### config.mk
export PLATFORM = sky130hd
export DESIGN_NAME = chs_rail_sel
export DESIGN_NICKNAME = d
export VERILOG_FILES = /design/src/verilog/chs_pkg.sv /design/src/verilog/chs_ctl_if.sv /design/src/verilog/chs_rail_sel.sv /design/src/verilog/chs_level_det.sv /design/src/verilog/chs_holdoff.sv
export SDC_FILE = /design/constraint.sdc
export NUM_CORES = 1
export LEC_CHECK = 0
export BUFFER_PORTS_ARGS = -buffer_cell sky130_fd_sc_hd__buf_2
export CORE_MARGIN = 10
export CORE_UTILIZATION = 45
export DETAILED_ROUTE_END_ITERATION = 6
export MAX_ROUTING_LAYER = met4
export PLACE_DENSITY_LB_ADDON = 0.25
export SYNTH_ARGS = -nofsm -noshare
export SYNTH_HDL_FRONTEND = slang
export SYNTH_HIERARCHICAL = 1
export SYNTH_SLANG_ARGS = --single-unit
export TNS_END_PERCENT = 50
### constraint.sdc
create_clock -name core_clk_i -period 2.7 [get_ports core_clk_i]
set_input_delay 0 -clock core_clk_i [delete_from_list [all_inputs] [get_ports core_clk_i]]
set_output_delay 0 -clock core_clk_i [all_outputs]
set_load 0.03 [all_outputs]
### src/verilog/chs_pkg.sv
// shared constants and helpers of the class h rail selector
package chs_pkg;

    // rail mode codes, 0 is the highest rail set
    localparam logic [1:0] CHS_MODE_2V5   = 2'h0;  // fixed 2.5 v rails
    localparam logic [1:0] CHS_MODE_FULL  = 2'h1;  // full pump input supply
    localparam logic [1:0] CHS_MODE_HALF  = 2'h2;  // half pump input supply
    localparam logic [1:0] CHS_MODE_THIRD = 2'h3;  // third of pump input supply
    localparam logic [1:0] CHS_MODE_RST   = CHS_MODE_2V5;  // mode after reset

    // rail policy codes
    localparam logic [2:0] CHS_POL_FIX0  = 3'h1;  // hold mode 0
    localparam logic [2:0] CHS_POL_FIX1  = 3'h2;  // hold mode 1
    localparam logic [2:0] CHS_POL_FIX2  = 3'h3;  // hold mode 2
    localparam logic [2:0] CHS_POL_FIX3  = 3'h4;  // hold mode 3
    localparam logic [2:0] CHS_POL_ADAPT = 3'h7;  // adapt to signal

    // load resistance classes reported by the supply monitor
    localparam logic [1:0] CHS_LOAD_15R = 2'h0;  // 15 ohm
    localparam logic [1:0] CHS_LOAD_30R = 2'h1;  // 30 ohm
    localparam logic [1:0] CHS_LOAD_3K  = 2'h2;  // 3 kohm

    // sample and magnitude layout
    localparam int         CHS_SAMPLE_W = 24;      // signed full scale sample
    localparam int         CHS_MAG_LSB  = 7;       // lowest sample bit kept in magnitude
    localparam logic [15:0] CHS_MAG_SAT = 16'hffff; // saturated magnitude

    // thresholds as fraction of full scale, q0.16
    localparam logic [15:0] CHS_THR_M1DB  = 16'he429;  // -1 db
    localparam logic [15:0] CHS_THR_M4DB  = 16'ha186;  // -4 db
    localparam logic [15:0] CHS_THR_M8DB  = 16'h65ea;  // -8 db
    localparam logic [15:0] CHS_THR_M9DB  = 16'h5ad5;  // -9 db
    localparam logic [15:0] CHS_THR_M11DB = 16'h4827;  // -11 db
    localparam logic [15:0] CHS_THR_M13DB = 16'h3950;  // -13 db
    localparam logic [15:0] CHS_THR_M14DB = 16'h3314;  // -14 db
    localparam logic [15:0] CHS_THR_M16DB = 16'h2893;  // -16 db
    localparam logic [15:0] CHS_THR_M19DB = 16'h1cb9;  // -19 db
    localparam logic [15:0] CHS_THR_M20DB = 16'h199a;  // -20 db

    // down-step hold-off
    localparam longint CHS_CLK_HZ     = 100000000;  // core clock rate
    localparam longint CHS_HOLDOFF_MS = 5500;       // 5.5 s hysteresis
    localparam longint CHS_HOLDOFF_CYC = CHS_HOLDOFF_MS * CHS_CLK_HZ / 1000;
    localparam int     CHS_HOLD_W     = 32;         // hold-off counter width

    // lower bound of the level range of rail mode idx (0..2)
    function automatic logic [15:0] chs_thr(input logic [1:0] res, input logic cap_hi, input logic [1:0] idx);
        logic [15:0] t;
        t = CHS_THR_M20DB;
        unique case (res)
            CHS_LOAD_30R: t = (idx == 2'h0) ? CHS_THR_M4DB : (idx == 2'h1) ? CHS_THR_M11DB : CHS_THR_M16DB;
            CHS_LOAD_3K:  t = (idx == 2'h0) ? CHS_THR_M1DB : (idx == 2'h1) ? CHS_THR_M8DB : CHS_THR_M13DB;
            default: begin
                if (cap_hi) begin
                    t = (idx == 2'h0) ? CHS_THR_M9DB : (idx == 2'h1) ? CHS_THR_M14DB : CHS_THR_M19DB;
                end else begin
                    t = (idx == 2'h0) ? CHS_THR_M8DB : (idx == 2'h1) ? CHS_THR_M14DB : CHS_THR_M20DB;
                end
            end
        endcase
        return t;
    endfunction

endpackage

### src/verilog/chs_ctl_if.sv
// internal carrier between rail control, level detector and hold-off timer
interface chs_ctl_if;
    logic [1:0] need_mode;     // highest-number mode that does not clip the last sample
    logic       need_valid;    // one-cycle pulse per evaluated sample
    logic       hold_run;      // hold-off timer runs while high
    logic       hold_expired;  // hold-off elapsed, level

    // level detector side
    modport det (output need_mode, output need_valid);
    // hold-off timer side
    modport tmr (input hold_run, output hold_expired);
    // rail control side
    modport ctl (input need_mode, input need_valid, input hold_expired, output hold_run);
endinterface

### src/verilog/chs_rail_sel.sv
// class h rail selector: picks the charge pump rail set for the hp amplifiers
// Operation
// - four rail modes: 2.5v, full, half, third
// - policy 001..100 forces mode 0..3
// - fixed policy ignores signal level
// - policy 111 picks rail from clip test
// - possible clip raises the rail straight to the set the sample needs
// - no clip requests lower rail set
// - upward change on next pump clock cycle
// - downward change after 5.5 s hold-off
// - 15 ohm thresholds -8/-14/-20 db, 10nf -9/-14/-19 db
// - 30 ohm thresholds -4/-11/-16 db
// - 3 kohm thresholds -1/-8/-13 db
// - thresholds follow monitored load conditions
// - thresholds relative to 0 db full scale
module chs_rail_sel
    import chs_pkg::*;
#(
    // down-step hold-off in core clock cycles
    parameter logic [CHS_HOLD_W-1:0] HOLDOFF_CYCLES = CHS_HOLD_W'(CHS_HOLDOFF_CYC)
) (
    // clock and reset
    input  logic                    core_clk_i,
    input  logic                    rst_n_i,
    // policy control
    input  logic [2:0]              rail_policy_sel_i,
    input  logic                    full_scale_attenuation_i,
    // outgoing signal to the amplifiers
    input  logic [CHS_SAMPLE_W-1:0] sample_i,
    input  logic                    sample_valid_i,
    // monitored amplifier load conditions
    input  logic [1:0]              load_res_i,
    input  logic                    load_cap_high_i,
    // charge pump
    input  logic                    pump_flying_cap_clock_i,
    output logic [1:0]              rail_mode_o,
    // status
    output logic                    adaptive_active_o,
    output logic                    up_pending_o,
    output logic                    holdoff_active_o
);

    // control states, one-hot
    typedef enum logic [2:0] {
        ST_STEADY = 3'b001,  // rail matches need
        ST_UP     = 3'b010,  // waiting for pump edge to raise rail
        ST_DOWN   = 3'b100   // hold-off running before lowering rail
    } chs_state_e;

    // all state of the controller
    typedef struct packed {
        chs_state_e st;         // control state
        logic [1:0] mode;       // applied rail mode
        logic [1:0] up_tgt;     // pending higher rail mode
        logic [1:0] down_tgt;   // rail mode to drop to after hold-off
        logic       pump_prev;  // last pump clock level
        logic       adapt;      // adaptive policy in force
    } chs_ctl_s;

    chs_ctl_s q, d;

    // internal carrier
    chs_ctl_if ctl_bus ();

    // combinational helpers
    logic       pump_edge;  // rising edge of the pump clock
    logic [1:0] fixed_mode; // mode forced by a fixed policy
    logic       is_fixed;   // policy is one of the fixed codes

    // level detector: needed mode per sample
    chs_level_det u_det (
        .core_clk_i              (core_clk_i),
        .rst_n_i                 (rst_n_i),
        .sample_i                (sample_i),
        .sample_valid_i          (sample_valid_i),
        .load_res_i              (load_res_i),
        .load_cap_high_i         (load_cap_high_i),
        .full_scale_attenuation_i(full_scale_attenuation_i),
        .lvl                     (ctl_bus.det)
    );

    // hold-off timer for downward steps
    chs_holdoff #(
        .HOLD_CYC(HOLDOFF_CYCLES)
    ) u_hold (
        .core_clk_i(core_clk_i),
        .rst_n_i   (rst_n_i),
        .tmr       (ctl_bus.tmr)
    );

    // timer runs only while a lower rail is being waited for
    assign ctl_bus.hold_run = (q.st == ST_DOWN);

    // policy decode
    always_comb begin
        is_fixed   = 1'b1;
        fixed_mode = q.mode;
        // fixed codes map onto the four rail modes
        unique case (rail_policy_sel_i)
            CHS_POL_FIX0: fixed_mode = CHS_MODE_2V5;
            CHS_POL_FIX1: fixed_mode = CHS_MODE_FULL;
            CHS_POL_FIX2: fixed_mode = CHS_MODE_HALF;
            CHS_POL_FIX3: fixed_mode = CHS_MODE_THIRD;
            default:      is_fixed   = 1'b0;
        endcase
    end

    // pump clock edge, input is synchronous to the core clock
    assign pump_edge = pump_flying_cap_clock_i & ~q.pump_prev;

    // next-state logic
    always_comb begin
        d           = q;
        d.pump_prev = pump_flying_cap_clock_i;

        if (is_fixed) begin
            // fixed rail, signal level is not looked at
            d.st    = ST_STEADY;
            d.adapt = 1'b0;
            // new fixed setting reaches the pump on its clock
            if (pump_edge) begin
                d.mode = fixed_mode;
            end
        end else if (rail_policy_sel_i == CHS_POL_ADAPT) begin
            // adaptive: rail follows the clip test only
            d.adapt = 1'b1;
            if (!q.adapt) begin
                // fresh entry, judge from the next sample
                d.st = ST_STEADY;
            end else begin
                unique case (q.st)
                    ST_STEADY: begin
                        if (ctl_bus.need_valid) begin
                            if (ctl_bus.need_mode < q.mode) begin
                                // clip possible on present rail
                                d.up_tgt = ctl_bus.need_mode;
                                d.st     = ST_UP;
                            end else if (ctl_bus.need_mode > q.mode) begin
                                // lower set would not clip
                                d.down_tgt = ctl_bus.need_mode;
                                d.st       = ST_DOWN;
                            end
                        end
                    end
                    ST_UP: begin
                        // a louder sample while waiting raises the target
                        if (ctl_bus.need_valid && (ctl_bus.need_mode < q.up_tgt)) begin
                            d.up_tgt = ctl_bus.need_mode;
                        end
                        // raise on the very next pump clock cycle
                        if (pump_edge) begin
                            d.mode = d.up_tgt;
                            d.st   = ST_STEADY;
                        end
                    end
                    ST_DOWN: begin
                        if (ctl_bus.need_valid && (ctl_bus.need_mode < q.mode)) begin
                            // transient needs more rail, abandon the drop
                            d.up_tgt = ctl_bus.need_mode;
                            d.st     = ST_UP;
                        end else if (ctl_bus.need_valid && (ctl_bus.need_mode == q.mode)) begin
                            // signal back at present rail, hold-off restarts
                            d.st = ST_STEADY;
                        end else begin
                            // keep the drop shallow enough for every sample seen
                            if (ctl_bus.need_valid && (ctl_bus.need_mode < q.down_tgt)) begin
                                d.down_tgt = ctl_bus.need_mode;
                            end
                            // hold-off elapsed, lower the rail
                            if (ctl_bus.hold_expired) begin
                                d.mode = d.down_tgt;
                                d.st   = ST_STEADY;
                            end
                        end
                    end
                    default: begin
                        // illegal code, fall back to steady
                        d.st = ST_STEADY;
                    end
                endcase
            end
        end else begin
            // reserved policy: rail and state stay as they are
            d.adapt = q.adapt;
        end
    end

    // state register
    always_ff @(posedge core_clk_i or negedge rst_n_i) begin
        if (!rst_n_i) begin
            q <= '{st: ST_STEADY, mode: CHS_MODE_RST, up_tgt: CHS_MODE_RST,
                   down_tgt: CHS_MODE_RST, pump_prev: 1'b0, adapt: 1'b0};
        end else begin
            q <= d;
        end
    end

    // outputs, mode and adaptive flag from flip-flops, pending and hold-off flags decoded from the state register
    assign rail_mode_o       = q.mode;
    assign adaptive_active_o = q.adapt;
    assign up_pending_o      = (q.st == ST_UP);
    assign holdoff_active_o  = (q.st == ST_DOWN);

endmodule // chs_rail_sel

### src/verilog/chs_level_det.sv
// signal level to needed rail mode comparator
module chs_level_det
    import chs_pkg::*;
(
    // clock and reset
    input  logic                    core_clk_i,
    input  logic                    rst_n_i,
    // outgoing signal
    input  logic [CHS_SAMPLE_W-1:0] sample_i,
    input  logic                    sample_valid_i,
    // load and scale conditions
    input  logic [1:0]              load_res_i,
    input  logic                    load_cap_high_i,
    input  logic                    full_scale_attenuation_i,
    // result
    chs_ctl_if.det                  lvl
);

    typedef struct packed {
        logic [1:0] need;   // needed mode
        logic       valid;  // result strobe
    } chs_det_s;

    chs_det_s q, d;
    logic [CHS_SAMPLE_W-1:0] mag;    // absolute value
    logic [15:0]             mag16;  // scaled magnitude

    // magnitude, threshold compare against load dependent table
    always_comb begin
        d       = q;
        mag     = sample_i[CHS_SAMPLE_W-1] ? (~sample_i + 1'b1) : sample_i;
        mag16   = mag[CHS_SAMPLE_W-1] ? CHS_MAG_SAT : mag[CHS_SAMPLE_W-2:CHS_MAG_LSB];
        // thresholds hold at 0 db scale; a -6 db setting halves the level seen
        if (full_scale_attenuation_i) begin
            mag16 = {1'b0, mag16[15:1]};
        end
        d.valid = sample_valid_i;
        if (sample_valid_i) begin
            // lowest rail set that does not clip
            if (mag16 >= chs_thr(load_res_i, load_cap_high_i, 2'h0)) begin
                d.need = CHS_MODE_2V5;
            end else if (mag16 >= chs_thr(load_res_i, load_cap_high_i, 2'h1)) begin
                d.need = CHS_MODE_FULL;
            end else if (mag16 >= chs_thr(load_res_i, load_cap_high_i, 2'h2)) begin
                d.need = CHS_MODE_HALF;
            end else begin
                d.need = CHS_MODE_THIRD;
            end
        end
    end

    // state register
    always_ff @(posedge core_clk_i or negedge rst_n_i) begin
        if (!rst_n_i) begin
            q <= '{need: CHS_MODE_RST, valid: 1'b0};
        end else begin
            q <= d;
        end
    end

    assign lvl.need_mode  = q.need;
    assign lvl.need_valid = q.valid;

endmodule // chs_level_det

### src/verilog/chs_holdoff.sv
// hold-off timer for downward rail steps
module chs_holdoff
    import chs_pkg::*;
#(
    parameter logic [CHS_HOLD_W-1:0] HOLD_CYC = CHS_HOLD_W'(CHS_HOLDOFF_CYC)  // cycles to wait
) (
    // clock and reset
    input  logic   core_clk_i,
    input  logic   rst_n_i,
    // control
    chs_ctl_if.tmr tmr
);

    typedef struct packed {
        logic [CHS_HOLD_W-1:0] cnt;  // elapsed cycles
        logic                  exp;  // elapsed flag
    } chs_hold_s;

    chs_hold_s q, d;

    // count while run is high, restart from zero when it drops
    always_comb begin
        d = q;
        if (!tmr.hold_run) begin
            d.cnt = '0;
            d.exp = 1'b0;
        end else if (q.cnt == HOLD_CYC - 1'b1) begin
            d.exp = 1'b1;
        end else begin
            d.cnt = q.cnt + 1'b1;
        end
    end

    // state register
    always_ff @(posedge core_clk_i or negedge rst_n_i) begin
        if (!rst_n_i) begin
            q <= '{cnt: '0, exp: 1'b0};
        end else begin
            q <= d;
        end
    end

    assign tmr.hold_expired = q.exp;

endmodule // chs_holdoff

==> key figures, run 1 <==
Clocking
  • TritonCTS clock tree: yes
  • Total number of H-tree levels: 2
  • Clock-pin slew on the worst setup and hold paths: 0.08 ns
  • Worst-Skew Late Latency: 0.31 ns
  • Root Driver: clkbuf_8
  • CTS Buf Count: 5
  • Clock Path Buffers: 2
  • Clk sinks: 47

Power
  • Max VDD drop: a little under 400 uV
  • PwrDens: about 360 nW/um2
  • Total power: approximately 2.2 mW
  • Leakage: 2.75 nW

STA
  • Final setup fails: 2
  • Worst Skew: 0.00866 ns
  • Tmin final: a little under 3 ns
  • Setup TNS: -0.369 ns
  • Final setup margin: -0.233 ns
  • RSZ-0062 raised after global routing: yes
  • F_max: 0.341 GHz
  • Slew HR: between 30% and 40%
  • Worst slew pin tran: 1.04 ns
  • Final Slew Violations: 0
  • Final worst path period share: 109%
  • WHS: 0.0707 ns
  • Hold Vio Cnt, Final: 0

Synthesis
  • Yosys Warn Count: 6
  • Register area share after synthesis: 24.5%
  • Post-synth top cells: 46 x dfrtp_1, 45 x ha_1, 42 x nand2_1
  • Top-area cell type share of the netlist area: approximately a quarter
  • Flop and latch count out of synthesis: 47
  • EDFF count, synth: 0
  • Syn nets: between 600 and 700
  • Most numerous cell in the Yosys netlist: dfrtp_1
  • Synth Instances: approximately 560
  • Top FF cell, synth: dfrtp_1
  • Library cells used by synthesis: 87
  • Ranking of synthesized cells by area: dfrtp_1 24%, ha_1 12%, xnor2_1 4.2%, a21oi_1 3.4%, nand2_1 3.3%
  • Avg Inst Size Synth: 8.55 um2
  • Largest area contributor in the netlist: dfrtp_1
  • Synthesized area: 4810 um2
  • Synth async-reset ratio: 100%

Routing
  • Residual DRC count: 0
  • DR pass1 iterations: 5
  • Routed len/inst: 15.4 um
  • Final wirelength: 12500 um
  • ANT nets after route: 0
  • Initial DRC Count: 338
  • Vias: around 4700
  • Vias per inst: 5.71

Cells and area
  • Final std cells w/o fill: around 820
  • Final core occ: between 50% and 60%
  • NumNets Final: 760
  • Diode count: 0
  • Number of fill cells: 933
  • Layout cells sized above 1: 30.3%
  • Area grow syn2layout: 25.7%
  • Final instance area: slightly above 6000 um2

Critical path
  • CP required: 2.89 ns
  • Crit-path cells: buf_6, nor4_4, nand2_2, buf_6, or3_4, buf_4, a211o_1, o211ai_1, nand2_1, ha_1, a21o_1, a221o_1, a311oi_2, nand3_1, o32a_1
  • Critical path launch point type: primary input
  • Crit-path most repeated cell: buf_6
  • Crit end category: flop
  • Cell family with the largest share of critical-path delay: compound AO/OA/AOI/OAI gates
  • WS Path Type: in2reg
  • CP peak stage delay: 0.38 ns
  • Worst Path Arrival: 3.12 ns
  • Buf/Inv on CP: 3
  • CP Max Fanout: 4
  • Slowest-stage cell, CP: nor4_4

Global route
  • First-pass GRT wire length: roughly 22000 um
  • Total Routing Usage GR: 17.5%
  • Total grt overflow: 0
  • Largest net degree at the start of global routing: 48
  • Initial antenna violation count: 0
  • Vias in the first global route: about 4700

Die
  • Die Wd: 123 um
  • Starting Density: 46.4%
  • Core Rows: 37
  • Core Region: 10400 um2
  • IO Count: 40
  • Die height: 123 um
  • Die ar.: 15200 um2

Place
  • Placement-stage cell area: around 5700 um2
  • Placed cell count: 792
  • Gpl congestion: 0.929
  • Worst slack at placement: -0.632 ns
  • PortBufs: 39
  • DP HPWL: 9540 um

Run status
  • Failing checks: negative setup slack
  • Outcome: finished, violations left

Run
  • Max-cap check violation count: 0

Hold path
  • Hold WC Path Type: in2reg
==> registers in the layout, indices dropped and copies added, names as in the netlist <==
signal	cells
adaptive_active_o	1
u_det/lvl.need_mode	2
rail_mode_o	2
u_hold/tmr.hold_expired	1
q	8
u_det/lvl.need_valid	1
u_hold/q	32
==> per-layer routing <==
metal	track usage, %	up-vias	part of all wire (%)
met3	2.05	29	2.1
li1	-	2321	-
met1	20.8	2213	44
met5	-	-	0
met4	6.84	0	2.7
met2	29.6	94	51
==> layout by cell type (no fill, tap or decap), types with 8 or more instances in the layout <==
cell type	Yosys	layout
a21o_1	8	8
a21oi_1	33	28
and2_1	23	23
and3_1	9	9
buf_2	1	37
buf_4	4	88
dfrtp_1	46	46
ha_1	45	41
inv_1	22	22
nand2_1	42	41
nand2b_1	9	9
nand3_1	24	24
nand4_1	11	11
nor2_1	36	36
nor2b_1	9	9
nor3_1	10	10
o21ai_0	26	20
xnor2_1	23	23
==> path summary, 6_finish.rpt <==
| kind | start | endpoint | slack [ns] | depth (start not counted) |
|---|---|---|---|---|
| max in group asynchronous | rst_n_i | q[10]$_DFFE_PN0P_ | 1.65 | 2 |
| hold reg to reg | u_hold/tmr.hold_expired$_DFFE_PN0P_ | u_hold/tmr.hold_expired$_DFFE_PN0P_ | 0.50 | 1 |
| hold / removal | rail_policy_sel_i[2] | adaptive_active_o$_DFFE_PN0P_ | 0.07 | 2 |
| setup reg to reg | u_det/lvl.need_mode[0]$_DFFE_PN0P_ | rail_mode_o[0]$_DFFE_PN0P_ | 0.38 | 7 |
| setup / recovery | sample_i[0] | u_det/lvl.need_mode[0]$_DFFE_PN0P_ | -0.23 | 15 |
| min in group asynchronous | rst_n_i | u_hold/q[18]$_DFFE_PN0P_ | 0.41 | 2 |
==> cells by family (layout without fill, tap and decap cells) <==
logic type                 after synthesis  after routing  share of synthesized area [%]
AOI/OAI and AO/OA                      142            142                           20.0
xor gates and xnor gates                30             30                           5.46
adders and majority gates               46             46                           11.9
buffers and inverters                   46            163                           4.60
DFF                                     47             47                           24.5
muxes                                   12             12                           2.78
and+or+nand+nor                        240            240                           30.8
==> cell type report <==
cell class | count | area (um2) | area share (%)
sequential | 47 | 1180 | 19.5
clock buffer | 5 | 68.8 | 1.14
tap | 136 | 170 | 2.81
timing repair buffer | 133 | 941 | 15.5
inverter | 23 | 91.3 | 1.51
multi-input combinational | 470 | 3570 | 58.9
clock inverter | 2 | 37.5 | 0.620
==> what timing repair did <==
| item | 4_1_cts | 5_1_grt |
|---|---|---|
| setup endpoints to repair | 2 | 2 |
| endpoints found under the hold margin | 48 | 0 |
| buffers inserted | 11 | 3 |
| pin swaps | 24 | 15 |
| gates resized for setup | 23 | 10 |
| hold buffers | 3 | 0 |
==> power by group <==
part / switching, mW / internal (mW)
Combinational: 0.484 / 0.439
Clock: 0.235 / 0.271
Sequential: 0.0403 / 0.737
==> worst register-to-register path, delay by kind of cell, from the launching register on <==
family                   cells  cell delay [ns]
buffers and inverters        1             0.10
adder cells (fa/ha/maj)      1             0.20
multiplexers                 1             0.32
AND/OR/NAND/NOR              3             0.88
AO/OA/AOI/OAI                1             0.21
flip-flops                   1             0.49
Note: power is estimated with default switching activity, not from simulation.
==> run 2: changes to the inputs <==
--- a/config.mk
+++ b/config.mk
@@ -11,6 +11,7 @@
 export DETAILED_ROUTE_END_ITERATION = 6
 export MAX_ROUTING_LAYER = met4
 export PLACE_DENSITY_LB_ADDON = 0.25
+export RECOVER_POWER = 50
 export SYNTH_ARGS = -nofsm -noshare
 export SYNTH_HDL_FRONTEND = slang
 export SYNTH_HIERARCHICAL = 1
==> constraint.sdc (replaced) <==
create_clock -name core_clk_i -period 3.4 [get_ports core_clk_i]
set_input_delay 0 -clock core_clk_i [delete_from_list [all_inputs] [get_ports core_clk_i]]
set_output_delay 0 -clock core_clk_i [all_outputs]
set_load 0.03 [all_outputs]
==> run 2 against run 1 <==
Global-route usage fell by 2.4 points. Cell area fell by 12%. Combinational power fell by 35%. Wire length fell by 11%. The run ends with max-capacitance violations, max-slew violations left.
==> key figures, run 2 (same netlist as run 1, synthesis figures left out) <==
Clocking
  • CTS Buf Count: 5
  • Clock-pin slew on the worst setup and hold paths: 0.09 ns
  • Worst-Skew Late Latency: 0.30 ns
  • Root Driver: clkbuf_8
  • TritonCTS clock tree: yes
  • Total number of H-tree levels: 2
  • Clk sinks: 47
  • Clock Path Buffers: 2

Die
  • Die Wd: 123 um
  • Die ar.: between 15000 and 20000 um2
  • Core Rows: 37
  • Die height: around 120 um
  • Starting Density: between 40 and 50%
  • IO Count: 40
  • Core Region: 10400 um2

Global route
  • Total grt overflow: 0
  • Largest net degree at the start of global routing: 48
  • Vias in the first global route: 4110
  • First-pass GRT wire length: 19100 um
  • Total Routing Usage GR: 15.1%
  • Initial antenna violation count: 0

Cells and area
  • Regs by FF count: u_hold/q (32), q (8)
  • Final std cells w/o fill: 746
  • Top reg by flops: u_hold/q
  • Layout cells sized above 1: 18.0%
  • Final instance area: 5330 um2
  • Diode count: 0
  • NumNets Final: 690
  • Commonest cells after routing, fill and taps aside: 46 x dfrtp_1, 45 x ha_1, 42 x nand2_1
  • Number of flip-flops in the largest register: 32
  • Most common cell after layout, fill and taps aside: dfrtp_1
  • Area grow syn2layout: 10.6%

Hold path
  • Hold WC Path Type: in2reg
  • Critical hold path startpoint: rail_policy_sel_i[2]
  • Hold depth: 2
  • Min-Delay Endpoint: adaptive_active_o$_DFFE_PN0P_

STA
  • Hold Vio Cnt, Final: 0
  • Final Slew Violations: 48
  • Worst Skew: 0.0121 ns
  • Slew HR: -75.1%
  • WHS: 0.0622 ns
  • Final worst path period share: 93.8%
  • Final setup margin: 0.211 ns
  • Tmin final: approximately 3.2 ns
  • F_max: 0.314 GHz
  • Worst slew pin tran: approximately 2.6 ns
  • Final setup fails: 0

Place
  • PortBufs: 39
  • DP HPWL: 8600 um
  • Placed cell count: about 740
  • Placement-stage cell area: 5200 um2
  • Gpl congestion: 0.889
  • Worst slack at placement: -0.104 ns

Critical path
  • CP Max Fanout: 6
  • Crit end category: flop
  • Critical R2R Capture: rail_mode_o[1]$_DFFE_PN0P_
  • Reg2Reg Depth: 6
  • WS Path Type: in2reg
  • Crit-path cells: buf_2, nor4_4, nand4_1, o211ai_1, a21oi_1, or3_1, nand2_1, ha_1, and4_1, nor4_1, a21oi_1, a311oi_2, nand3_1, o32a_1
  • R2r setup slk: 0.85 ns
  • CP required: 3.57 ns
  • Slowest-stage cell, CP: nor4_4
  • Worst R2R Start: q[8]$_DFFE_PN1P_
  • Buf/Inv on CP: 1
  • CP peak stage delay: 0.43 ns
  • Crit-path most repeated cell: a21oi_1
  • Critical path launch point type: primary input
  • Cell family with the largest share of critical-path delay: simple AND/OR/NAND/NOR gates
  • Worst Path Arrival: 3.36 ns

Power
  • Leakage: 2.37 nW
  • Max VDD drop: 192 uV
  • PwrDens: approximately 290 nW/um2

Routing
  • Routed len/inst: around 15 um
  • DR pass1 iterations: 5
  • Routed wl met2: 5320 um
  • Vias: 4308
  • Residual DRC count: 0
  • Final wirelength: roughly 11000 um
  • Routed wl met3: roughly 330 um
  • Top routing layer used: met4
  • Met1 WL: 5430 um
  • Initial DRC Count: ~270
  • ANT nets after route: 0
  • Vias per inst: ~5.8

Run status
  • Failing checks: max-capacitance violations, max-slew violations
  • Outcome: finished, violations left

Run
  • Max-cap check violation count: 1
-- run 2: changes by cell type in the layout (fill, tap and decap cells not counted), sizes merged --
cell | before | now
clkinvlp | 1 | 0
clkinv | 1 | 3
buf | 130 | 55
clkbuf | 5 | 10
bufinv | 1 | 0
-- run 2: worst max path at each step --
stage / cells past startpoint / from / end
6_report: 14 / sample_i[8] / u_det/lvl.need_mode[0]$_DFFE_PN0P_
3_3_place_gp: 14 / sample_i[4] / u_det/lvl.need_mode[0]$_DFFE_PN0P_
3_5_place_dp: 15 / sample_i[14] / u_det/lvl.need_mode[0]$_DFFE_PN0P_
4_1_cts: 15 / sample_i[14] / u_det/lvl.need_mode[0]$_DFFE_PN0P_
2_1_floorplan: 14 / sample_i[4] / u_det/lvl.need_mode[0]$_DFFE_PN0P_
5_1_grt: 14 / sample_i[8] / u_det/lvl.need_mode[0]$_DFFE_PN0P_
-- run 2: layout make-up --
cell class,count,area [um2]
Clock inverter,2,13.8
Sequential cell,47,1180
Multi-Input combinational cell,470,3430
Inverter,23,91.3
Timing Repair Buffer,63,377
Fill cell,1024,5040
Clock buffer,5,68.8
Tap cell,136,170
-- run 2: what timing repair did --
item | in CTS | in global routing
resized for setup | 0 | 2
setup buffers | 0 | 1
hold buffers | 3 | 0
endpoints found under the hold margin | 48 | 0
endpoints found under the setup margin | 0 | 1
-- run 2: routing by layer --
layer	track usage, %	vias to the layer above
li1	-	2178
met1	20.0	2050
met2	24.5	74
met3	2.01	6
met4	2.18	0
met5	-	-
-- run 2: report_power, final --
group	internal (mW)	total, mW	switching, mW	leakage, nW
Combinational	0.261	0.601	0.340	1.68
Clock	0.141	0.329	0.188	0.0440
Sequential	0.586	0.617	0.0318	0.641
-- run 2: per-stage QoR --
stage | setup TNS (ns) | power (mW) | utilization [%]
after floorplan | 0 | 1.06 | -
after global placement | 0 | 1.20 | 50.1
after detailed placement | -0.104 | 1.22 | 50.1
after CTS | 0 | 1.56 | 51.2
after global routing | -0.00968 | 1.68 | 51.4
final | 0 | 1.55 | 51.4
-- run 2: worst reg2reg max path, cell delays in order, from the launching register on --
cell,delay (ns)
dfstp_2,0.58
or3b_1,0.34
clkinv_4,0.30
a2111oi_0,0.51
a211oi_1,0.10
a221oi_1,0.46
mux2i_1,0.13
==> run 3: changes to the inputs <==
--- a/config.mk
+++ b/config.mk
@@ -5,10 +5,10 @@
 export SDC_FILE = /design/constraint.sdc
 export NUM_CORES = 1
 export LEC_CHECK = 0
-export BUFFER_PORTS_ARGS = -buffer_cell sky130_fd_sc_hd__buf_2
-export CORE_MARGIN = 10
+export CORE_MARGIN = 1
 export CORE_UTILIZATION = 45
 export DETAILED_ROUTE_END_ITERATION = 6
+export DONT_BUFFER_PORTS = 1
 export MAX_ROUTING_LAYER = met4
 export PLACE_DENSITY_LB_ADDON = 0.25
 export RECOVER_POWER = 50
==> run 3 against run 2 <==
The run still ends with max-capacitance violations, max-slew violations left. Clock power up 34%. Worst setup slack improved by 0.11 ns. Non-clock buffer count fell by 46. Core utilization fell by 1.9 points. Sequential cell count did not move. Die area decreased by 27%. Critical path depth increased by 1.
==> key figures, run 3 (same netlist as run 1, synthesis figures left out) <==
Run status
  • Outcome: finished, violations left
  • Failing checks: max-capacitance violations, max-slew violations

STA
  • RSZ-0062 raised after global routing: no
  • Worst Skew: 0.00897 ns
  • Hold Vio Cnt, Final: 0
  • F_max: 0.324 GHz
  • Setup TNS: 0 ns
  • Tmin final: between 3 and 4 ns
  • Final worst path period share: 90.7%
  • Slew HR: -68.7%
  • Final Slew Violations: between 40 and 50
  • Final setup fails: 0
  • Worst slew pin tran: 2.53 ns

Routing
  • Vias per inst: 5.94
  • Vias: 4164
  • Top routing layer used: met4
  • ANT nets after route: 0
  • Routed len/inst: around 15 um
  • Initial DRC Count: 235
  • Final wirelength: around 11000 um
  • DR pass1 iterations: 4
  • Met1 WL: about 5200 um
  • Routed wl met2: 5160 um
  • Residual DRC count: 0
  • Routed wl met3: 325 um

Clocking
  • Root Driver: clkbuf_8
  • Worst-Skew Late Latency: about 0.30 ns
  • Total number of H-tree levels: 2
  • Setup bufs post-CTS: 0
  • TritonCTS clock tree: yes
  • CTS Buf Count: 5
  • Clock Path Buffers: 2
  • Clk sinks: between 40 and 50
  • Clock-pin slew on the worst setup and hold paths: 0.09 ns

Global route
  • Vias in the first global route: just over 4000
  • First-pass GRT wire length: between 15000 and 20000 um
  • Largest net degree at the start of global routing: 48
  • Total grt overflow: 0
  • Initial antenna violation count: 0
  • Total Routing Usage GR: 20.9%

Cells and area
  • Area of the multi-input gates: 3430 um2
  • NumNets Final: 644
  • Regs by FF count: u_hold/q (32), q (8)
  • Layout cells sized above 1: 11.9%
  • Final instance area: 5120 um2
  • Most common cell after layout, fill and taps aside: dfrtp_1
  • Diode count: 0
  • Reg area: about 1200 um2
  • Number of flip-flops in the largest register: 32
  • Commonest cells after routing, fill and taps aside: 46 x dfrtp_1, 45 x ha_1, 42 x nand2_1
  • Area grow syn2layout: 6.44%
  • Top reg by flops: u_hold/q
  • Number of fill cells: 1022
  • Final std cells w/o fill: 701

Critical path
  • Worst Path Arrival: 3.27 ns
  • Crit. Startpoint: sample_i[4]
  • Buf/Inv on CP: 0
  • Worst R2R Start: q[8]$_DFFE_PN1P_
  • CP Max Fanout: 6
  • R2r setup slk: 0.80 ns
  • CP required: between 3 and 4 ns
  • Crit-path most repeated cell: o21ai_0
  • Crit end category: flop
  • Reg2Reg Depth: 6
  • Critical R2R Capture: rail_mode_o[1]$_DFFE_PN0P_
  • Slowest-stage cell, CP: nor4_4
  • CP peak stage delay: 0.42 ns
  • WS Path Type: in2reg
  • Cell family with the largest share of critical-path delay: simple AND/OR/NAND/NOR gates
  • Critical path launch point type: primary input
  • Crit-path cells: nor4_4, nand4_1, or2_1, o21ai_0, xnor2_1, o21ai_0, nand2_1, ha_1, nand2_1, o21ai_0, nor4_1, a21oi_1, a311oi_2, nand3_1, o32a_1

Die
  • Die height: 105 um
  • Core Region: 10400 um2
  • Die Wd: around 110 um
  • IO Count: 40
  • Core Rows: 37
  • Die ar.: 11100 um2
  • Starting Density: 46.4%

Place
  • PortBufs: 0
  • Placement-stage cell area: 4940 um2
  • DP HPWL: about 8100 um
  • Gpl congestion: 0.897
  • Placed cell count: 687

Power
  • Sw Pwr: between 500 and 600 uW
  • Total power: roughly 1.6 mW
  • Max VDD drop: 238 uV
  • PwrDens: approximately 310 nW/um2
  • Pint: 1.07 mW
  • Gate power share: 32.8%
  • Sequential power share: approximately two fifths
  • Sw frac: 33.3%
  • Clock Power Share: 27.6%
  • Leakage: 2.21 nW

Hold path
  • Hold WC Path Type: in2reg
  • Min-Delay Endpoint: q[8]$_DFFE_PN1P_
  • Hold depth: 3
  • Critical hold path startpoint: rail_policy_sel_i[0]

Run
  • Max-cap check violation count: 1
[run 3: cell count changes in the layout (fill, tap and decap cells not counted), sizes merged]
cell | before | now
bufinv | 0 | 1
dlygate4sd3 | 3 | 5
clkinv | 3 | 1
inv | 22 | 23
clkbuf | 10 | 7
buf | 55 | 11
[run 3: timing repair]
| action | CTS | global route |
|---|---|---|
| setup endpoints to repair | 0 | 1 |
| endpoints found under the hold margin | 53 | 0 |
| resized for setup | 0 | 2 |
| hold buffers | 6 | 0 |
[run 3: per-stage QoR]
step	hold WS (ns)	utilization, %	setup WS, ns
after CTS	0.00964	49.5	0.267
after global routing	0.00518	49.4	0.00696
after global placement	-0.294	47.6	0.0727
after floorplan	-0.296	-	0.177
after detailed placement	-0.294	47.6	-0.0181
final	0.00992	49.4	0.318
[run 3: metal layers]
metal | global-route usage, % | vias to the layer above
li1 | - | 2087
met1 | 27.6 | 1995
met2 | 34.9 | 75
met3 | 2.16 | 7
met4 | 3.62 | 0
met5 | - | -
[run 3: worst max path at each step]
stage	endpoint	cells past startpoint
floorplan	u_det/lvl.need_mode[0]$_DFFE_PN0P_	14
global placement	u_det/lvl.need_mode[0]$_DFFE_PN0P_	15
detailed placement	u_det/lvl.need_mode[0]$_DFFE_PN0P_	14
CTS	u_det/lvl.need_mode[0]$_DFFE_PN0P_	14
global route	u_det/lvl.need_mode[0]$_DFFE_PN0P_	15
finish	u_det/lvl.need_mode[0]$_DFFE_PN0P_	15
[run 3: power groups by stage]
stage / Combinational [mW] / Clock (mW) / Sequential, mW
global placement: 0.486 / 0 / 0.645
CTS: 0.527 / 0.454 / 0.634
finish: 0.525 / 0.442 / 0.634
global route: 0.601 / 0.480 / 0.639
floorplan: 0.443 / 0 / 0.620
detailed placement: 0.502 / 0 / 0.646
[run 3: worst register-to-register path: stages, from the launching register on]
cell and delay [ns]:
dfstp_2 0.58, or3b_1 0.35, clkinv_4 0.35, a2111oi_0 0.54
a211oi_1 0.11, a221oi_1 0.42, mux2i_1 0.13
[run 3: area by class of cell]
| class | instances | area share [%] |
|---|---|---|
| Inverter | 23 | 1.78 |
| Clock inverter | 2 | 0.757 |
| Tap cell | 136 | 3.32 |
| Clock buffer | 6 | 1.61 |
| Sequential cell | 47 | 23.0 |
| Multi-Input combinational cell | 470 | 66.9 |
| Timing Repair Buffer | 17 | 2.66 |
